**src/inc/aifc_defs.vh**
```
`ifndef AIFC_DEFS_VH
`define AIFC_DEFS_VH

// ****************************************
// register word indices, decoded from WB_ADR_I[7:2]
// ****************************************
`define AIFC_IDX_PWR2        6'h03
`define AIFC_IDX_FMT         6'h04
`define AIFC_IDX_STATUS      6'h08

// ****************************************
// reset values and write masks
// ****************************************
`define AIFC_PWR2_RESET      16'h0310
`define AIFC_FMT_RESET       16'h020a
`define AIFC_FMT_WMASK       16'hff7f

// ****************************************
// field positions in the format register
// ****************************************
`define AIFC_F_DIN_PULL      15:14
`define AIFC_F_LRC_PULL      13:12
`define AIFC_F_BCLK_PULL     11:10
`define AIFC_F_RSLOT_SEL     9
`define AIFC_F_LSLOT_SEL     8
`define AIFC_F_PLAY_SEL      6
`define AIFC_F_BIT_CLOCK_INVERT      5
`define AIFC_F_LRC_VARIANT   4
`define AIFC_F_WORD_LEN      3:2
`define AIFC_F_FORMAT        1:0

// ****************************************
// encodings
// ****************************************
`define AIFC_PULL_NONE       2'h0
`define AIFC_PULL_DOWN       2'h1
`define AIFC_PULL_UP         2'h2
`define AIFC_FMT_RSVD        2'h0
`define AIFC_FMT_LJ          2'h1
`define AIFC_FMT_I2S         2'h2
`define AIFC_FMT_DSP         2'h3
`define AIFC_WL_16           2'h0
`define AIFC_WL_20           2'h1
`define AIFC_WL_24           2'h2
`define AIFC_POS_MAX         7'h7f

`endif

```
**src/aifc_sync.v**
```verilog
`default_nettype none

// ****************************************
// two-stage synchroniser
// ****************************************
module aifc_sync (
  input  wire clk,
  input  wire rst,
  input  wire d,
  output reg  q
);

  reg meta_r;

  // first stage only feeds the second
  always @(posedge clk) begin
    if (rst) begin
      meta_r <= 1'b0;
      q      <= 1'b0;
    end else begin
      meta_r <= d;
      q      <= meta_r;
    end
  end

endmodule // aifc_sync

`default_nettype wire

```
**src/aifc_pad_pull.v**
```verilog
`include "aifc_defs.vh"
`default_nettype none

// ****************************************
// pad pull decode for one pin
// ****************************************
module aifc_pad_pull (
  input  wire       clk,
  input  wire       rst,
  input  wire [1:0] code,
  output reg        pull_up,
  output reg        pull_down
);

  // reserved code drives neither pull
  always @(posedge clk) begin
    if (rst) begin
      pull_up   <= 1'b0;
      pull_down <= 1'b0;
    end else begin
      pull_up   <= (code == `AIFC_PULL_UP);
      pull_down <= (code == `AIFC_PULL_DOWN);
    end
  end

endmodule // aifc_pad_pull

`default_nettype wire

```
**src/aifc_top.v**
```verilog
// Implementation choice: the Wishbone interface to the registers.
`include "aifc_defs.vh"
`default_nettype none

module aifc_top (
  input  wire        CLOCK,
  input  wire        RESET,
  input  wire        WB_CYC_I,
  input  wire        WB_STB_I,
  input  wire        WB_WE_I,
  input  wire [7:0]  WB_ADR_I,
  input  wire [31:0] WB_DAT_I,
  input  wire [3:0]  WB_SEL_I,
  output reg  [31:0] WB_DAT_O,
  output reg         WB_ACK_O,
  input  wire        BIT_CLOCK,
  input  wire        FRAME_CLOCK,
  input  wire        PLAYBACK_SERIAL_IN,
  output reg         RECORD_SERIAL_OUT,
  input  wire [31:0] LEFT_ADC_SAMPLE,
  input  wire [31:0] RIGHT_ADC_SAMPLE,
  output reg  [31:0] PLAYBACK_SAMPLE,
  output reg         PLAYBACK_VALID,
  output wire        PLAYBACK_IN_PULL_UP,
  output wire        PLAYBACK_IN_PULL_DOWN,
  output wire        FRAME_CLOCK_PULL_UP,
  output wire        FRAME_CLOCK_PULL_DOWN,
  output wire        BIT_CLOCK_PULL_UP,
  output wire        BIT_CLOCK_PULL_DOWN,
  output wire [15:0] OUTPUT_POWER_CONTROL
);

  // ****************************************
  // register file
  // ****************************************
  reg  [15:0] pwr_r;
  reg  [15:0] fmt_r;
  reg  [31:0] rd_nxt;
  reg         seen_r;
  reg         ch_r;

  wire        wb_req  = WB_CYC_I & WB_STB_I & ~WB_ACK_O;
  wire        wb_wr   = wb_req & WB_WE_I;
  wire [5:0]  wb_idx  = WB_ADR_I[7:2];
  wire [15:0] wr_mask = {{8{WB_SEL_I[1]}}, {8{WB_SEL_I[0]}}};

  wire [1:0]  frame_format_select          = fmt_r[`AIFC_F_FORMAT];
  wire [1:0]  sample_word_length           = fmt_r[`AIFC_F_WORD_LEN];
  wire        frame_polarity_or_dsp_variant = fmt_r[`AIFC_F_LRC_VARIANT];
  wire        bit_clock_invert             = fmt_r[`AIFC_F_BIT_CLOCK_INVERT];
  wire        playback_channel_select      = fmt_r[`AIFC_F_PLAY_SEL];
  wire        left_slot_record_select      = fmt_r[`AIFC_F_LSLOT_SEL];
  wire        right_slot_record_select     = fmt_r[`AIFC_F_RSLOT_SEL];
  wire        fmt_reserved                 = (frame_format_select == `AIFC_FMT_RSVD);

  assign OUTPUT_POWER_CONTROL = pwr_r;

  // register writes with byte lanes; ack one cycle after request
  always @(posedge CLOCK) begin
    if (RESET) begin
      pwr_r    <= `AIFC_PWR2_RESET;
      fmt_r    <= `AIFC_FMT_RESET;
      WB_ACK_O <= 1'b0;
      WB_DAT_O <= 32'h0000_0000;
    end else begin
      WB_ACK_O <= wb_req;
      if (wb_req) begin
        WB_DAT_O <= rd_nxt;
      end
      if (wb_wr && wb_idx == `AIFC_IDX_PWR2) begin
        pwr_r <= (pwr_r & ~wr_mask) | (WB_DAT_I[15:0] & wr_mask);
      end
      if (wb_wr && wb_idx == `AIFC_IDX_FMT) begin
        fmt_r <= (fmt_r & ~(wr_mask & `AIFC_FMT_WMASK)) | (WB_DAT_I[15:0] & wr_mask & `AIFC_FMT_WMASK);
      end
    end
  end

  // read mux, unmapped reads return zero
  always @* begin
    rd_nxt = 32'h0000_0000;
    case (wb_idx)
      `AIFC_IDX_PWR2:   rd_nxt = {16'h0000, pwr_r};
      `AIFC_IDX_FMT:    rd_nxt = {16'h0000, fmt_r};
      `AIFC_IDX_STATUS: rd_nxt = {29'h0000_0000, ch_r, fmt_reserved, seen_r};
      default:          rd_nxt = 32'h0000_0000;
    endcase
  end

  // ****************************************
  // pad pulls
  // ****************************************
  // playback input pull
  aifc_pad_pull u_pull_din (
    .clk       (CLOCK),
    .rst       (RESET),
    .code      (fmt_r[`AIFC_F_DIN_PULL]),
    .pull_up   (PLAYBACK_IN_PULL_UP),
    .pull_down (PLAYBACK_IN_PULL_DOWN)
  );

  aifc_pad_pull u_pull_lrc (
    .clk       (CLOCK),
    .rst       (RESET),
    .code      (fmt_r[`AIFC_F_LRC_PULL]),
    .pull_up   (FRAME_CLOCK_PULL_UP),
    .pull_down (FRAME_CLOCK_PULL_DOWN)
  );

  aifc_pad_pull u_pull_bclk (
    .clk       (CLOCK),
    .rst       (RESET),
    .code      (fmt_r[`AIFC_F_BCLK_PULL]),
    .pull_up   (BIT_CLOCK_PULL_UP),
    .pull_down (BIT_CLOCK_PULL_DOWN)
  );

  // ****************************************
  // pin synchronisers
  // ****************************************
  wire bclk_s;
  wire lrc_s;
  wire din_s;

  aifc_sync u_sync_bclk (
    .clk (CLOCK),
    .rst (RESET),
    .d   (BIT_CLOCK),
    .q   (bclk_s)
  );

  aifc_sync u_sync_lrc (
    .clk (CLOCK),
    .rst (RESET),
    .d   (FRAME_CLOCK),
    .q   (lrc_s)
  );

  aifc_sync u_sync_din (
    .clk (CLOCK),
    .rst (RESET),
    .d   (PLAYBACK_SERIAL_IN),
    .q   (din_s)
  );

  // ****************************************
  // bit clock edges and frame decode
  // ****************************************
  reg        bclk_d_r;
  reg        lrc_prev_r;
  reg  [6:0] pos_r;
  reg  [31:0] rx_shift_r;
  reg  [31:0] tx_left_r;
  reg  [31:0] tx_right_r;
  reg  [5:0] wl_bits;

  // pin edges as seen after the synchroniser
  // both edges lag the pin by about two clocks
  wire raw_rise = bclk_s & ~bclk_d_r;
  wire raw_fall = ~bclk_s & bclk_d_r;
  wire samp_edge   = bit_clock_invert ? raw_fall : raw_rise;
  wire launch_edge = bit_clock_invert ? raw_rise : raw_fall;

  wire is_dsp = (frame_format_select == `AIFC_FMT_DSP);
  wire is_lj  = (frame_format_select == `AIFC_FMT_LJ);
  wire is_i2s = (frame_format_select == `AIFC_FMT_I2S);

  // frame start: dsp rise, others any change
  wire start = is_dsp ? (lrc_s & ~lrc_prev_r) : (lrc_s ^ lrc_prev_r);

  // polarity flip picks right slot level
  wire right_lvl = lrc_s ^ frame_polarity_or_dsp_variant ^ is_lj;

  // mode A and I2S delay one edge
  // mode B and left-justified delay none
  wire [6:0] delay = is_dsp ? {6'h00, ~frame_polarity_or_dsp_variant} : {6'h00, is_i2s};

  // word length decode
  // code 11 falls to the default, 32 bits
  always @* begin
    case (sample_word_length)
      `AIFC_WL_16: wl_bits = 6'h10;
      `AIFC_WL_20: wl_bits = 6'h14;
      `AIFC_WL_24: wl_bits = 6'h18;
      default:     wl_bits = 6'h20;
    endcase
  end

  // position of the coming sampling edge within the frame
  wire [6:0] pos_up  = start ? 7'h00 : ((pos_r == `AIFC_POS_MAX) ? pos_r : pos_r + 7'h01);
  wire [6:0] wl7     = {1'b0, wl_bits};
  wire [6:0] bidx    = pos_up - delay;
  wire       idx_ok  = (pos_up >= delay) & ~fmt_reserved & (seen_r | start);
  wire       chan    = is_dsp ? (bidx >= wl7) : (start ? right_lvl : ch_r);
  wire [6:0] cidx    = (is_dsp && chan) ? bidx - wl7 : bidx;
  wire       in_slot = idx_ok & (is_dsp ? (bidx < {wl7[5:0], 1'b0}) : (bidx < wl7));
  wire       last    = in_slot & (cidx == wl7 - 7'h01);

  // ****************************************
  // playback receive
  // ****************************************
  wire [31:0] rx_word = {rx_shift_r[30:0], din_s};
  // left shift puts the msb at bit 31
  wire [5:0]  shamt   = 6'h20 - wl_bits;

  // sample on the active edge, deliver selected slot
  always @(posedge CLOCK) begin
    if (RESET) begin
      bclk_d_r        <= 1'b0;
      lrc_prev_r      <= 1'b0;
      pos_r           <= `AIFC_POS_MAX;
      ch_r            <= 1'b0;
      seen_r          <= 1'b0;
      rx_shift_r      <= 32'h0000_0000;
      PLAYBACK_SAMPLE <= 32'h0000_0000;
      PLAYBACK_VALID  <= 1'b0;
    end else begin
      bclk_d_r       <= bclk_s;
      PLAYBACK_VALID <= 1'b0;
      if (samp_edge) begin
        lrc_prev_r <= lrc_s;
        pos_r      <= pos_up;
        if (start) begin
          ch_r <= right_lvl;
        end
        if (start && !fmt_reserved) begin
          seen_r <= 1'b1;
        end
        if (in_slot) begin
          rx_shift_r <= rx_word;
        end
        // only the selected slot reaches the dac path
        if (last && chan == playback_channel_select) begin
          PLAYBACK_SAMPLE <= rx_word << shamt;
          PLAYBACK_VALID  <= 1'b1;
        end
      end
    end
  end

  // ****************************************
  // record transmit
  // ****************************************
  // left slot source
  wire [31:0] left_src  = left_slot_record_select ? RIGHT_ADC_SAMPLE : LEFT_ADC_SAMPLE;
  wire [31:0] right_src = right_slot_record_select ? RIGHT_ADC_SAMPLE : LEFT_ADC_SAMPLE;

  wire [31:0] tx_l    = start ? left_src : tx_left_r;
  wire [31:0] tx_r    = start ? right_src : tx_right_r;
  wire [31:0] tx_word = chan ? tx_r : tx_l;
  // samples are latched at the frame start launch edge
  // so a mid-frame adc change cannot tear a word
  wire [4:0]  tx_bit  = 5'h1f - cidx[4:0];

  // launch bit on the opposite edge, zero outside the slot
  always @(posedge CLOCK) begin
    if (RESET) begin
      tx_left_r         <= 32'h0000_0000;
      tx_right_r        <= 32'h0000_0000;
      RECORD_SERIAL_OUT <= 1'b0;
    end else if (launch_edge) begin
      if (start) begin
        tx_left_r  <= left_src;
        tx_right_r <= right_src;
      end
      // msb ready before the first sampled slot edge
      RECORD_SERIAL_OUT <= in_slot ? tx_word[tx_bit] : 1'b0;
    end
  end

endmodule // aifc_top

`default_nettype wire

```
**config.mk**
```make
export PLATFORM = sky130hd
export DESIGN_NAME = aifc_top
export DESIGN_NICKNAME = d
export VERILOG_FILES = /design/src/aifc_sync.v /design/src/aifc_pad_pull.v /design/src/aifc_top.v
export VERILOG_INCLUDE_DIRS = /design/src /design/src/inc
export SDC_FILE = /design/constraint.sdc
export NUM_CORES = 1
export LEC_CHECK = 0
export ABC_AREA = 1
export BUFFER_PORTS_ARGS = -buffer_cell sky130_fd_sc_hd__buf_4
export CAP_MARGIN = 25
export CORE_MARGIN = 2
export CORE_UTILIZATION = 55
export DETAILED_ROUTE_END_ITERATION = 8
export HOLD_SLACK_MARGIN = 0.08
export PLACE_DENSITY = 0.77
export SLEW_MARGIN = 20
export SYNTH_ARGS = -nofsm -noshare
export SYNTH_HDL_FRONTEND = slang
export SYNTH_SLANG_ARGS = --single-unit
```
**constraint.sdc**
```tcl
create_clock -name CLOCK -period 11.8 [get_ports CLOCK]
set_input_delay 0 -clock CLOCK [delete_from_list [all_inputs] [get_ports CLOCK]]
set_output_delay 0 -clock CLOCK [all_outputs]
set_load 0.03 [all_outputs]
```
Word level (Yosys, flattened, before mapping):

Index checks and enable logic that the tools add are counted.

* output and inout bits: 89
* register bits after elaboration: 217
* logic and storage cells: 117
* input bits: 116

* multiplexer cells: 21
* shifts and indexed selects: 1
* order comparisons: 5
* reduce and logical (&&, ||, !) cells: 12
* $add $sub $neg: 6
* eq/ne operators: 17
* bitwise operators: 28

Operator list (number)
* $mux W32: 5
* $and A16 B16 Y16: 3
* $pmux W16 S3: 1
* $not A16 Y16: 2
* $or A16 B16 Y16: 2
* $shl A32 B6 Y32: 1
* $mux W7: 3
* $pmux W6 S3: 1
* $eq A2 B2 Y1 const B: 6
* $and A1 B1 Y1: 10
* $eq A2 B1 Y1 const B: 5
* $mux W1: 10
* $add A7 B1 Y7 const B: 1
* $eq A7 B7 Y1: 1
* $eq A7 B7 Y1 const B: 1
* $ge A7 B1 Y1: 1
* $ge A7 B6 Y1: 1
* $lt A7 B6 Y1: 1
* $lt A7 B7 Y1: 1
* $not A1 Y1: 7
* $sub A6 B1 Y7 const B: 1
* $sub A7 B1 Y7: 1
* $sub A7 B6 Y7: 1
* $eq A6 B2 Y1 const B: 1
* other kinds (14): 23

Longest topological paths before layout:

Gate-level depths: netlist of the first run.

* word-level depth: 13
* gate-level depth with buffers: 32
* mapped depth without buffers: 29

Hierarchy:

A second synthesis of the first run with hierarchy kept.

* cell total of the unflattened synthesis: 1652
* area, all modules: 11145.7 µm²

Modules (own cells, without submodules)
* aifc_top: area each 10792.9 µm², sequential area each 3763.6 µm², cells each 1610, instances 1
* aifc_pad_pull: area each 62.6 µm², sequential area each 40.0 µm², cells each 8, instances 3
* aifc_sync: area each 55.1 µm², sequential area each 40.0 µm², cells each 6, instances 3

Least setup slack after synthesis of the first run:

No wires, ideal clock.

* path kind: register to register
* start point: register u_sync_lrc.q
* end point: register PLAYBACK_SAMPLE[28]
* path buffers: 3
* data required time: 11662 ps
* cell stages (with the launch flop): 30
* setup slack: 7425 ps
* period minus slack after synthesis: 4375 ps
* library setup time: 138 ps
* arrival time: 4237 ps
* cell sequence: dfxtp_1 ha_1 inv_1 nand2_2 nand2_4 clkbuf_1 clkbuf_1 a21oi_1 o21ai_0 ha_1 ha_1 nand2_1 xnor2_1 inv_1 ha_1 a21oi_1 o21ai_0 a21oi_1 nand3_2 nand2_4 nand2_2 o21ai_4 inv_4 nand2_2 nand3_2 nor2_2 nand3_4 inv_4 buf_4 a211oi_2

* cells in the longest elaborated chain, start to end: 12
* elaborated cells on any way between the ends: 26
* those cells by class: add/sub (2); order compare (4); eq/ne (2); mux (6); bitwise (9); reduce/logical (3)

RTL lines
* from (decl): RTL line aifc_sync.v:10 `output reg q`
* from (signal assigned): RTL line aifc_sync.v:22 `q <= meta_r;`
* $xor A1 B1 Y1 or $and A1 B1 Y1 (tied branches): RTL line aifc_top.v:169 `wire start = is_dsp ? (lrc_s & ~lrc_prev_r) : (lrc_s ^ lrc_prev_r);`
* $mux W1: RTL line aifc_top.v:169
* $mux W7: RTL line aifc_top.v:190 `` wire [6:0] pos_up = start ? 7'h00 : ((pos_r == `AIFC_POS_MAX) ? pos_r : pos_r + 7'h01); ``
* $sub A7 B1 Y7: RTL line aifc_top.v:192 `wire [6:0] bidx = pos_up - delay;`
* $ge A7 B6 Y1: RTL line aifc_top.v:194 `wire chan = is_dsp ? (bidx >= wl7) : (start ? right_lvl : ch_r);`
* $mux W1: RTL line aifc_top.v:194
* $logic_and A1 B1 Y1: RTL line aifc_top.v:195 `wire [6:0] cidx = (is_dsp && chan) ? bidx - wl7 : bidx;`
* $mux W7: RTL line aifc_top.v:195
* $eq A7 B7 Y1: RTL line aifc_top.v:197 `wire last = in_slot & (cidx == wl7 - 7'h01);`
* $and A1 B1 Y1: RTL line aifc_top.v:197
* $logic_and A1 B1 Y1 *: RTL line aifc_top.v:233 `if (last && chan == playback_channel_select) begin`
* $reduce_and A2 Y1 (no source line) *
* to (signal assigned): RTL line aifc_top.v:234 `PLAYBACK_SAMPLE <= rx_word << shamt;`
* to (decl): RTL line aifc_top.v:22 `output reg [31:0] PLAYBACK_SAMPLE,`

Every way passes the cells marked *; elsewhere a longest branch is shown, timed or not.
A chain may end at the register's enable or synchronous reset.

Worst setup path in the final report of the first run:

* start point: register lrc_prev_r
* end point: register PLAYBACK_SAMPLE[22]

* cells in the longest elaborated chain, start to end: 13
* elaborated cells on any way between the ends: 25
* those cells by class: add/sub (2); order compare (4); eq/ne (2); mux (6); bitwise (8); reduce/logical (3)

RTL lines
* from (decl): RTL line aifc_top.v:150 `reg lrc_prev_r;`
* from (signal assigned): RTL line aifc_top.v:221 `lrc_prev_r <= lrc_s;`
* $not A1 Y1: RTL line aifc_top.v:169
* $and A1 B1 Y1: RTL line aifc_top.v:169
* $mux W1 *: RTL line aifc_top.v:169
* $mux W7: RTL line aifc_top.v:190
* $sub A7 B1 Y7: RTL line aifc_top.v:192
* $ge A7 B6 Y1: RTL line aifc_top.v:194
* $mux W1: RTL line aifc_top.v:194
* $logic_and A1 B1 Y1: RTL line aifc_top.v:195
* $mux W7: RTL line aifc_top.v:195
* $eq A7 B7 Y1: RTL line aifc_top.v:197
* $and A1 B1 Y1: RTL line aifc_top.v:197
* $logic_and A1 B1 Y1 *: RTL line aifc_top.v:233
* $reduce_and A2 Y1 (no source line) *

Marked as above.

==> results.txt, run 1 <==
- PortBufs: 168
- Launching element type of the critical path: register
- Global route hottest layer: met2
- Together, buffers and inverters on the worst path number 7.
- Sequential cells were found to cover 36.8% of the synthesized design area.
* Last weighted congestion value of the routability-driven placer: slightly below 0.9
- Once layout is done, the placed cells without fillers occupy 0.0135 mm2.
* Synth Cell Area: ~0.011 mm2
* Most area-consuming cells after synthesis: sky130_fd_sc_hd__dfxtp_1, sky130_fd_sc_hd__o21ai_0, sky130_fd_sc_hd__nand2_1
- The worst hold path terminates at WB_DAT_O[8].
- Vertical die dimension: ~140 um
- I/O pin count: between 200 and 250
- From left edge to right edge, the die measures between 100 and 150 um.
* Predominant post-synthesis flop cell: sky130_fd_sc_hd__dfxtp_1
- Family with the most delay on the worst path: simple AND/OR/NAND/NOR gates
- The number of endpoints with negative hold slack in the final report was 0.
* Global-route track usage on met3: 4.17%
- Global routing consumed, over all layers together, 28.5% of the routing resources.
- Total setup violations reported at the end of the flow: 0
- Kind of critical path: reg2reg
- Htree depth: 4
* Critical path fanouts, max: 109
- Cell Area, Placed: 0.0120 mm2
- Max VDD drop: 0.105 mV
- Fmax: around 160 MHz
- On the final layout, the worst clock skew is 0.0113 ns.
- Detailed routing inserted a total of 11200 vias.
- On the worst path, the slowest cell contributes a delay of 0.78 ns.
- Clock edge transition at the registers on the reported setup and hold paths: 0.07 ns
* Number of enable flip-flop cells after synthesis: 0
- Max-cap violations in this run came to 0.
* DRC marker count from the first detailed-route iteration: 932
- Worst slew slack as a fraction of its limit: 36.3%
- For this run, design rule violations remaining after detail routing come to 0.
* Met1 layer usage reported by global route: 37.9%
- HPWL after DPL: 19.3 mm
* Static Leakage: 0.00579 uW
* Final critical-path share of the clock period: a little over half
* Initial Utilization: between 50% and 60%
* Utilization of the core after routing: between 60% and 70%
- For the worst setup path, the data arrival time is 6.79 ns.
- Initial antenna violation count: 0
* Via count of the first global-routing pass: 10100
* Routed wire per std cell: 14.6 um
- The tree is rooted in a sky130_fd_sc_hd__clkbuf_16.
- Power spread over the standard cell area amounts to between 100 and 150 mW/mm2.
- CP required: roughly 12 ns
* Met2 capacity usage during global routing: 47.9%
- Die area: ~0.021 mm2
- Clock buffer count from CTS: 17
* Actual transition at the worst max-transition pin: 0.956 ns
* Antenna Violating Nets Remaining: 0
* Post-synthesis area per instance: 6.77 um2
- The endpoint identified for the worst register-to-register timing path is PLAYBACK_SAMPLE[22].
- For flop-to-flop paths, the worst setup slack is 5.38 ns.
- Num Clock Sinks: 200
- Of the cells placed in the final design, the portion with a size suffix greater than 1 is 14.3%.
* Site row count: 51
* Number of cells produced by synthesis: 1606
- STA classifies the critical path endpoint as a register.
- For this run, asynchronously set or reset flops after synthesis account for 0%.
- In the routed layout, each cell is associated on average with a via count of 5.45.
- For this design, the slowest cell found on the critical path is sky130_fd_sc_hd__buf_4.
* Number of cells on the worst hold path: 5
* Core region area: roughly 0.019 mm2
- Sum of negative setup slack: 0 ns
* Worst min-delay path category: in2reg
- Reg2Reg Launch Point: lrc_prev_r
- Wires add up to 30.0 mm.
* TritonCTS clock tree: done
* Unique masters post-synth: 48
- Post-route worst hold slack: 0.0458 ns
* Pre-Repair DR Iteration Count: 5
* Result of the run: complete, no violations
- Min Clock Period, post-route: about 6.4 ns
- Yosys warnings: 0
- The synthesized design spends more area on one cell type than any other, namely sky130_fd_sc_hd__dfxtp_1.
- Gates resized during post-CTS repair numbered 0.
- Unrepaired setup endpoints after global routing: no
- Net count, final: 1914
* Source of the worst hold timing path: WB_STB_I
- Register bit count reported by yosys: 200
- Area growth from synthesis to final layout: 23.9%
* Pin count of the biggest net entering global routing: 110
- The clock passes through at most 2 buffers.
* Diode count: 0
- Worst Reg-to-Reg Cells: 25
- Total power consumption of the routed design: 1640 uW
- Global-route wire length before repair: 48.3 mm
* Leftover overflow at the end of global routing: 0
- The share of synthesized area in the top cell type comes to 36.8%.
* Final max-slew violation count: 0
* Clock insertion delay at the later pin of the skew report: 0.44 ns
==> cell usage after synthesis, types with 2 or more instances <==
cell	number
sky130_fd_sc_hd__nand2_1	337
sky130_fd_sc_hd__buf_2	5
sky130_fd_sc_hd__nand4_1	9
sky130_fd_sc_hd__a21oi_1	149
sky130_fd_sc_hd__inv_1	159
sky130_fd_sc_hd__nand3_2	2
sky130_fd_sc_hd__o211ai_1	54
sky130_fd_sc_hd__o221ai_1	3
sky130_fd_sc_hd__nand2_2	11
sky130_fd_sc_hd__ha_1	18
sky130_fd_sc_hd__clkinv_1	2
sky130_fd_sc_hd__inv_2	6
sky130_fd_sc_hd__inv_4	3
sky130_fd_sc_hd__buf_4	17
sky130_fd_sc_hd__o22ai_1	9
sky130_fd_sc_hd__o21ai_2	2
sky130_fd_sc_hd__dfxtp_1	200
sky130_fd_sc_hd__xnor2_1	5
sky130_fd_sc_hd__nand3_1	96
sky130_fd_sc_hd__o21ai_0	258
sky130_fd_sc_hd__xor2_1	7
sky130_fd_sc_hd__nand3_4	2
sky130_fd_sc_hd__a211oi_2	5
sky130_fd_sc_hd__a21oi_2	2
sky130_fd_sc_hd__o21ai_1	8
sky130_fd_sc_hd__nor3_1	9
sky130_fd_sc_hd__nor4_1	3
sky130_fd_sc_hd__a211oi_1	21
sky130_fd_sc_hd__nor2_2	7
sky130_fd_sc_hd__buf_6	2
sky130_fd_sc_hd__clkbuf_1	100
sky130_fd_sc_hd__a22o_1	2
sky130_fd_sc_hd__nor2_1	76
sky130_fd_sc_hd__nand2_4	3
==> layout by cell type (no fill, tap or decap), drive strengths merged, types with 54 or more instances in the layout <==
master       count
inv            169
nand2          351
nor2            85
dlygate4sd3     89
nand3          100
a21oi          151
o21ai          269
buf            176
o211ai          54
dfxtp          200
==> stage by stage <==
step / worst slack, ns / std cells
2_1_floorplan: 7.43 / 1621
3_3_place_gp: 5.20 / 1934
3_5_place_dp: 5.48 / 1935
4_1_cts: 5.43 / 2055
5_1_grt: 4.79 / 2056
6_report: 5.38 / 2056
==> per-layer routing <==
metal	vias up	wire length, um
met2	393	14300
met3	39	1750
met1	5095	13500
met4	0	533
li1	5677	-
met5	-	0
==> how the worst max path moves through the flow <==
stage	from	slack (ns)	depth (start not counted)	to
5_1_grt	lrc_prev_r	4.79	25	PLAYBACK_SAMPLE[21]
6_report	lrc_prev_r	5.38	25	PLAYBACK_SAMPLE[22]
3_3_place_gp	u_sync_lrc.q	5.20	23	PLAYBACK_SAMPLE[19]
2_1_floorplan	u_sync_lrc.q	7.43	29	PLAYBACK_SAMPLE[28]
3_5_place_dp	lrc_prev_r	5.48	25	PLAYBACK_SAMPLE[22]
4_1_cts	lrc_prev_r	5.43	25	PLAYBACK_SAMPLE[22]
==> final cells by class <==
cell class,count,area (um2)
Clock buffer,22,474
Clock inverter,9,90.1
Fill cell,1641,5990
Inverter,170,647
Multi-Input combinational cell,1125,5710
Sequential cell,200,4010
Tap cell,265,332
Timing Repair Buffer,265,2220
==> report_power, final <==
part	switching [uW]	internal (uW)	total, uW
Sequential	6.53	686	693
Combinational	239	140	379
Clock	259	308	567
==> what timing repair did <==
| item | in CTS | in global routing |
|---|---|---|
| buffers inserted | 0 | 0 |
| hold endpoints to repair | 87 | 0 |
| setup endpoints to repair | 0 | 0 |
| hold buffers | 89 | 0 |
==> logic make-up (layout without fill, tap and decap cells) <==
| family | count (synthesis) | in the layout | synth area share, % |
|---|---|---|---|
| AO/OA/AOI/OAI | 518 | 518 | 26.6 |
| XOR/XNOR | 12 | 12 | 0.967 |
| adder cells (fa/ha/maj) | 19 | 19 | 2.26 |
| buffers and inverters | 296 | 466 | 11.2 |
| flip-flops | 200 | 200 | 36.8 |
| other | 1 | 16 | 0.0345 |
| AND/OR/NAND/NOR | 560 | 560 | 22.1 |
==> worst register-to-register path, delay by kind of cell (launching register included) <==
kind,cells,cell delay (ns)
fa+ha+maj,2,0.60
buf+inv,7,1.76
compound gates,3,0.62
xor+xnor,2,0.42
simple gates,11,2.65
flops,1,0.31
Power figures use the tool's default switching activity.
==> inputs of run 2 (changes only) <==
- ABC_AREA: 1 -> 0
- CORE_UTILIZATION: 55 -> 51
- PLACE_DENSITY: 0.77 -> 0.75
- clock period: 11.8 -> 5.4 ns (I/O delays scaled with it)
==> run 2 against run 1 <==
Net effect: worst hold slack gained 0.044 ns; global-route usage fell by 4.2 points; worst setup slack lost 5.0 ns; routed wire length fell by 2.3%; cell count shrank 11%; first-iteration DRC count decreased by 16%; combinational power increased by 79%; clock skew grew 0.0065 ns; final area is 1.3% higher; critical endpoint is now RECORD_SERIAL_OUT; highest routed layer unchanged.
==> results.txt, run 2 <==
* Result of the run: complete, no violations
* Max-cap violation count: 0 (unchanged)
- The total power draw came to 3440 uW (+110%).
- The largest fanout on the critical path came to 6 (-94%).
* Worst min-delay path category: in2reg
- Worst Reg-to-Reg Cells: 21 (-16%)
- Number of cells on the critical path: 21 (-16%)
* Site row count: 54 (+5.9%)
- Total wire length after detailed routing: 29.3 mm (-2.3%)
- The wire length on met1 is 13.7 mm (+1.6%).
- The total power density per cell area was 252 mW/mm2 (+110%).
- The final setup skew was 0.0178 ns (+0.00654 ns).
* Clock buffer count from CTS: 17 (unchanged)
- Stage delay of the slowest cell on the critical path: 0.53 ns (-0.25 ns)
- The endpoint required time on the critical path was 5.77 ns (-6.40 ns).
- Static Leakage: 0.00579 uW (-0.13%)
- Leaving out fill and tap cells, the most frequent cell in the layout is sky130_fd_sc_hd__buf_4.
- The count of warnings emitted by yosys was 0 (unchanged).
- The number of buffers and inverters on the critical path was 1 (-6).
* Initial Utilization: 51.9% (-4.0 points)
* Slowest stage cell on the critical path: sky130_fd_sc_hd__mux4_2
- Min Clock Period, post-route: 5.02 ns (-1.40 ns)
- The count of endpoints failing setup in the final report came to 0 (unchanged).
- Unique masters post-synth: 74 (+54%)
* Area growth from synthesis to final layout: 20.6%
- Kind of critical path: reg2reg
* Root Driver: sky130_fd_sc_hd__clkbuf_16
- The detailed router used layers up to and including met4.
- The net total in the final layout came to 1680 (-12%).
* Final max-slew violation count: 0 (unchanged)
* Routed wire per std cell: 16.0 um (+9.3%)
- The clock network latency to the later pin of the worst-skew pair was 0.43 ns (about the same).
- The post-detailed-route via-to-cell ratio is 5.68 (+4.3%).
* Initial antenna violation count: 0 (unchanged)
* TritonCTS clock tree: done
- The total grt overflow came to 0 (unchanged).
* DRC marker count from the first detailed-route iteration: 780 (-16%)
- Htree depth: 4 (unchanged)
- WL met2: 13.5 mm (-5.3%)
* Number of fill cells: 1890 (+15%)
- The register area is 0.00401 mm2 (about the same).
- By area the synthesized netlist is led by sky130_fd_sc_hd__dfxtp_1, sky130_fd_sc_hd__mux2i_1, sky130_fd_sc_hd__nor2_1.
- The worst setup path is launched from a register.
* Via count of the first global-routing pass: 9550 (-5.3%)
* Horizontal die dimension: 153 um (+5.8%)
* Actual transition at the worst max-transition pin: 1.02 ns (+0.0686 ns)
* Max VDD drop: 0.186 mV (+78%)
- In the layout the commonest cells are sky130_fd_sc_hd__buf_4, sky130_fd_sc_hd__nor2_1, sky130_fd_sc_hd__dfxtp_1.
- Top cells by instance count after synthesis: sky130_fd_sc_hd__dfxtp_1, sky130_fd_sc_hd__nor2_1, sky130_fd_sc_hd__mux2i_1
- Unrepaired setup endpoints after global routing: yes
- The worst endpoint data arrival time was 5.39 ns (-1.40 ns).
- The fraction of layout instances using a drive strength above 1 is 18.7% (+4.3 points).
- The synthesized area per cell is 8.11 um2 (+20%).
* Final critical-path share of the clock period: 93.0% (+39 points)
* Die area: 0.0234 mm2 (+12%)
- The worst setup path is captured at a register.
- Broken down by cell family, the worst path's largest delay share belongs to simple AND/OR/NAND/NOR gates.
- The boundary pin count came to 205 (unchanged).
* Residual DRC count: 0 (unchanged)
* Total number of vias: 10400 (-6.8%)
- In this run the worst setup path terminates at RECORD_SERIAL_OUT.
* Number of enable flip-flop cells after synthesis: 0 (unchanged)
* Pre-CTS setup slack: 0.307 ns (-5.17 ns)
* Core region area: 0.0218 mm2 (+12%)
* Antenna Violating Nets Remaining: 0 (unchanged)
- The worst slew slack as a fraction of its limit is 31.7% (-4.6 points).
- Register-to-register setup slack: 0.38 ns (-5.00 ns)
* Fmax: 199 MHz (+28%)
- Traced cell by cell, the critical path runs through ha_1 > nand2_1 > or3_1 > nand3_1 > ha_1 > ha_1 > nand3_1 > o2bb2ai_1 > a21boi_1 > o22ai_2 > ha_1 > nand2_1 > nor3_1 > nor3_2 > a31oi_4 > buf_4 > mux4_2 > nor4b_1 > nor2b_1 > o211ai_1 > o31a_1.
- Cell taking the most area after synthesis: sky130_fd_sc_hd__dfxtp_1
* Number of buffers on the longest clock path: 2 (unchanged)
- The total of flip-flops plus latches after synthesis is 200 (unchanged).
- Global-route wire length before repair: 47.6 mm (-1.4%)
* Final setup slack of the worst path: 0.380 ns (-5.00 ns)
- In this design, the critical path's most frequently occurring cell is sky130_fd_sc_hd__ha_1.
- Number of endpoints with negative hold slack in the final report: 0 (unchanged)
* Predominant post-synthesis flop cell: sky130_fd_sc_hd__dfxtp_1
* Diode count: 0 (unchanged)
- Synth Cell Area: 0.0113 mm2 (+4.1%)
* Met3 WL post-DR: 1.65 mm (-5.4%)
- The total clock sinks was 200 (unchanged).
- The largest net degree at the start of global routing came to 102 (-7.3%).
- The half-perimeter wire length after detailed placement is 20.1 mm (+4.2%).
- The height of the chip was 153 um (+5.8%).
- The number of port buffers came to 168 (unchanged).
- The endpoint identified for the worst register-to-register timing path is RECORD_SERIAL_OUT.
- The clock transition at the registers of the reported paths was 0.08 ns (about the same).
* Sequential area share after synthesis: 35.4% (-1.4 points)
- Multi-input gate area: 0.00674 mm2 (+18%)
- The top cell type's share of synthesized area is 35.4% (-1.4 points).
- In this run the critical register-to-register path is launched from pos_r[0].
* Pre-Repair DR Iteration Count: 8 (+3)
* Critical Path Source: pos_r[0]
- The number of instances in the synthesized netlist came to 1396 (-13%).
- The total global-route track usage came to 24.2% (-4.2 points).
* Async set-reset flop share out of synthesis: 0% (unchanged)
- Last weighted congestion value of the routability-driven placer: 0.949 (+6.3%)
## run 2: worst min-delay path by stage
stage,startpoint,end,slack (ns),cells past startpoint
2_1_floorplan,BIT_CLOCK,u_sync_bclk.meta_r,0.13,1
3_3_place_gp,PLAYBACK_SERIAL_IN,u_sync_din.meta_r,0.22,2
3_5_place_dp,PLAYBACK_SERIAL_IN,u_sync_din.meta_r,0.22,2
4_1_cts,LEFT_ADC_SAMPLE[7],tx_right_r[7],0.09,7
5_1_grt,LEFT_ADC_SAMPLE[27],tx_right_r[27],0.14,5
6_report,RIGHT_ADC_SAMPLE[19],tx_left_r[19],0.09,7
## run 2: worst register-to-register path: stages, from the launching register on
cell                        delay [ns]
sky130_fd_sc_hd__dfxtp_1          0.41
sky130_fd_sc_hd__ha_1             0.19
sky130_fd_sc_hd__nand2_1          0.09
sky130_fd_sc_hd__or3_1            0.36
sky130_fd_sc_hd__nand3_1          0.14
sky130_fd_sc_hd__ha_1             0.17
sky130_fd_sc_hd__ha_1             0.27
sky130_fd_sc_hd__nand3_1          0.11
sky130_fd_sc_hd__o2bb2ai_1        0.18
sky130_fd_sc_hd__a21boi_1         0.28
sky130_fd_sc_hd__o22ai_2          0.13
sky130_fd_sc_hd__ha_1             0.32
sky130_fd_sc_hd__nand2_1          0.07
sky130_fd_sc_hd__nor3_1           0.30
sky130_fd_sc_hd__nor3_2           0.13
sky130_fd_sc_hd__a31oi_4          0.34
sky130_fd_sc_hd__buf_4            0.18
sky130_fd_sc_hd__mux4_2           0.53
sky130_fd_sc_hd__nor4b_1          0.35
sky130_fd_sc_hd__nor2b_1          0.09
sky130_fd_sc_hd__o211ai_1         0.17
sky130_fd_sc_hd__o31a_1           0.15
## run 2: stage by stage
step	hold slack [ns]	cells	utilization, %	cell area (um2)	TNS [ns]
6_report	0.0896	1838	62.5	13600	0
5_1_grt	0.136	1838	62.5	13600	-0.0156
4_1_cts	0.0860	1834	62.3	13600	0
3_5_place_dp	0.217	1766	58.0	12700	0
3_3_place_gp	0.216	1766	58.0	12700	0
2_1_floorplan	0.128	1411	-	11400	0
## run 2: layout make-up
| type | instances | share of cell area, % |
|---|---|---|
| clock buffers | 18 | 3.22 |
| flip-flops and latches | 200 | 29.4 |
| repair buffers | 240 | 13.9 |
| inverters | 18 | 0.495 |
| multi-input cells | 1068 | 49.4 |
| well taps | 280 | 2.57 |
| clock inverters | 14 | 1.09 |
## run 2: kinds of logic (layout without fill, tap and decap cells)
group / count (synthesis) / after routing / synth area share [%]
adders and majority gates: 19 / 19 / 2.17
DFF: 200 / 200 / 35.4
AOI/OAI and AO/OA: 340 / 341 / 18.3
xor gates and xnor gates: 15 / 15 / 1.29
other: 1 / 16 / 0.0331
and+or+nand+nor: 493 / 493 / 19.5
buffers and inverters: 144 / 290 / 6.08
muxes: 184 / 184 / 17.2
## run 2: what timing repair did
item	4_1_cts	5_1_grt
buffers inserted	0	3
hold buffers	36	0
setup endpoints to repair	0	33
resized for setup	0	3
endpoints found under the hold margin	50	0
## run 2: where the power goes
| part | switching, uW | internal, uW |
|---|---|---|
| logic | 403 | 277 |
| clock network | 628 | 631 |
| registers | 10.2 | 1490 |
## run 2: layer usage
metal  track usage [%]  vias to the layer above
met5                 0                        -
met4              7.14                        0
met3              3.06                       35
met2              39.1                      357
met1              34.2                     4865
li1                  -                     5189
==> inputs of run 3 (changes only) <==
- ABC_AREA: 0 -> 1
==> run 3 against run 2 <==
Net effect: clock-buffer cell count decreased by 1; global-route usage increased by 2.2 points; first-iteration DRC count increased by 17%; worst hold slack got worse by 0.0072 ns; non-clock buffer count increased by 30; worst setup slack improved by 0.084 ns; routed wire length increased by 3.5%; sequential share of layout area increased by 0.17 points.
==> results.txt, run 3 (synthesis results as in run 1) <==
* Pin count of the biggest net entering global routing: 130 (+27%)
* Root Driver: sky130_fd_sc_hd__clkbuf_16
- Endpoint class of the critical path: register
* Number of fill cells: 1899 (+0.48%)
- The final setup skew came to 0.00992 ns (-0.00788 ns).
* Sum of negative setup slack: 0 ns (unchanged)
- The worst register-to-register path ends at PLAYBACK_SAMPLE[21].
- The endpoint required time on the critical path is 5.77 ns (about the same).
* Final max-slew violation count: 0 (unchanged)
* Utilization of the core after routing: 64.7% (+2.2 points)
- The routability-driven placement congestion ratio came to 0.869 (-8.4%).
* Clock edge transition at the registers on the reported setup and hold paths: 0.07 ns (about the same)
- Clock insertion delay at the later pin of the skew report: 0.44 ns (about the same)
- Post-route non-filler standard cell count: 2073 (+13%)
- HPWL after DPL: 19.4 mm (-3.6%)
* Overall routing resource usage: 26.4% (+2.2 points)
* Kind of critical path: reg2reg
- Critical path endpoint: PLAYBACK_SAMPLE[21]
- Horizontal die dimension: 150 um (-1.9%)
- Critical path fanouts, max: 25 (+19)
- The global-route wire length before repair is 48.5 mm (+1.9%).
* Pre-Repair DR Iteration Count: 7 (-1)
- Number of endpoints with negative hold slack in the final report: 0 (unchanged)
- Htree depth: 4 (unchanged)
* PD cells: 267 mW/mm2 (+6.2%)
* Static Leakage: 0.00583 uW (+0.70%)
* PortBufs: 168 (unchanged)
- TritonCTS clock tree: done
* Result of the run: complete, no violations
- Initial Utilization: 51.9% (about the same)
- Max VDD drop: 0.247 mV (+33%)
* Total setup violations reported at the end of the flow: 0 (unchanged)
- Post-route worst hold slack: 0.0825 ns (-0.00718 ns)
* I/O pin count: 205 (unchanged)
- The total clock sinks came to 200 (unchanged).
* Routed wire per std cell: 14.7 um (-8.2%)
- The maximum buffer depth of the clock tree was 2 (unchanged).
- From synthesis to final layout, the design area changed by 24.8%.
- Tracing the worst setup path back leads to its startpoint at pos_r[0].
- Worst min-delay path category: in2reg
- Total wire length after detailed routing: 30.4 mm (+3.5%)
* Arrival time at the worst endpoint: 5.30 ns (-0.09 ns)
- The total power draw is 3630 uW (+5.6%).
- Ratio of routed vias to standard cells: 5.40 (-5.0%)
- Clock buffer count from CTS: 17 (unchanged)
- The number of global-route vias before repair was 10100 (+5.7%).
- Leaving out fill and tap cells, the most frequent cells in the layout are sky130_fd_sc_hd__nand2_1, sky130_fd_sc_hd__o21ai_0, sky130_fd_sc_hd__dfxtp_1.
- The fraction of the cycle the final worst path needs is 91.4% (-1.6 points).
* DRC marker count from the first detailed-route iteration: 911 (+17%)
* Most common cell after layout, fill and taps aside: sky130_fd_sc_hd__nand2_1
- The worst slew slack as a fraction of its limit came to 29.2% (-2.5 points).
- The total vias in the final route is 11200 (+7.2%).
- The total grt overflow came to 0 (unchanged).
* Min Clock Period, post-route: 4.94 ns (-0.0842 ns)
- The post-detailed-route DRC marker count came to 0 (unchanged).
- Fmax: 203 MHz (+1.7%)
- In this run the critical register-to-register path is launched from pos_r[0].
- Site row count: 53 (-1.9%)
* Worst Reg-to-Reg Cells: 26 (+24%)
- Die area: 0.0225 mm2 (-3.8%)
- The worst hold path begins at LEFT_ADC_SAMPLE[3].
- The cell count after placement is 1953 (+11%).
- Antenna Violating Nets Remaining: 0 (unchanged)
- Launching element type of the critical path: register
- Actual transition at the worst max-transition pin: 1.06 ns (+0.0377 ns)
- Vertical die dimension: 150 um (-1.9%)
- The core region area came to 0.0210 mm2 (-4.0%).
* Diode count: 0 (unchanged)
- The slack of the worst reg-to-reg path is 0.46 ns (+0.08 ns).
* Initial antenna violation count: 0 (unchanged)
- Max-cap violation count: 0 (unchanged)
- The net total in the final layout was 1920 (+14%).
- Share of post-route cells with drive strength above 1: 15.0% (-3.7 points)
==> run 3: changes by cell type in the layout (fill, tap and decap cells not counted), sizes merged, moves of 15 or more <==
cell         before  now
o21ai           108  269
nor2b            18    0
nor3             28   10
nand2           149  351
buf             204  183
nor2            200   85
nand3            35  101
a21oi           129  151
dlygate4sd3      36   87
mux2i           163    0
mux2             15    0
o211ai            9   54
inv              25  172
==> run 3: cell type report <==
cell class	instances	area, um2	area share, %
Clock inverter	15	166	1.23
Clock buffer	17	425	3.14
Inverter	170	652	4.80
Tap cell	275	344	2.54
Timing Repair Buffer	270	2250	16.6
Multi-Input combinational cell	1126	5730	42.2
Sequential cell	200	4010	29.5
==> run 3: worst min-delay path by stage <==
stage          depth (start not counted)                 end
6_report                               5        tx_left_r[3]
5_1_grt                                2            bclk_d_r
4_1_cts                                5        tx_left_r[1]
3_5_place_dp                           3   u_sync_din.meta_r
3_3_place_gp                           3            register
2_1_floorplan                          2  u_sync_bclk.meta_r
==> run 3: per-stage QoR <==
| step | worst slack [ns] | instance area [um2] |
|---|---|---|
| final | 0.465 | 13600 |
| after global routing | -0.0693 | 13600 |
| after CTS | 0.344 | 13500 |
| after detailed placement | 0.398 | 12100 |
| after global placement | 0.614 | 12100 |
| after floorplan | 1.03 | 10900 |
==> run 3: routing by layer <==
metal	track usage, %	part of all wire (%)
met1	35.6	46
met2	43.2	46
met3	3.57	5.6
met4	9.86	2.6
met5	0	0
==> run 3: power by group <==
group / internal (uW) / total, uW / switching (uW)
clock network: 657 / 1280 / 618
logic: 314 / 840 / 526
registers: 1500 / 1510 / 13.9
==> run 3: repair_timing <==
action                                  CTS  global route
hold endpoints to repair                 87             0
setup buffers                             0             0
endpoints found under the setup margin    0            27
resized for setup                         0             5
hold buffers                             87             0
==> run 3: worst max-delay path, cell delays in order, from the launching register on <==
cell and delay (ns):
sky130_fd_sc_hd__dfxtp_1 0.45, sky130_fd_sc_hd__ha_1 0.31, sky130_fd_sc_hd__nand2_4 0.08, sky130_fd_sc_hd__nor2_4 0.10, sky130_fd_sc_hd__nand2_2 0.11, sky130_fd_sc_hd__a21oi_1 0.13, sky130_fd_sc_hd__o21ai_1 0.12, sky130_fd_sc_hd__ha_1 0.22
sky130_fd_sc_hd__ha_1 0.24, sky130_fd_sc_hd__nand2_1 0.10, sky130_fd_sc_hd__xnor2_1 0.11, sky130_fd_sc_hd__inv_1 0.09, sky130_fd_sc_hd__ha_1 0.36, sky130_fd_sc_hd__nand2_1 0.07, sky130_fd_sc_hd__o21ai_0 0.34, sky130_fd_sc_hd__a21oi_2 0.15
sky130_fd_sc_hd__nand4_1 0.12, sky130_fd_sc_hd__buf_4 0.21, sky130_fd_sc_hd__nand2_1 0.10, sky130_fd_sc_hd__xor2_1 0.18, sky130_fd_sc_hd__inv_1 0.07, sky130_fd_sc_hd__nand2_1 0.06, sky130_fd_sc_hd__nor3_2 0.28, sky130_fd_sc_hd__nand3_4 0.29
sky130_fd_sc_hd__inv_8 0.25, sky130_fd_sc_hd__o21ai_0 0.10, sky130_fd_sc_hd__a21oi_1 0.17
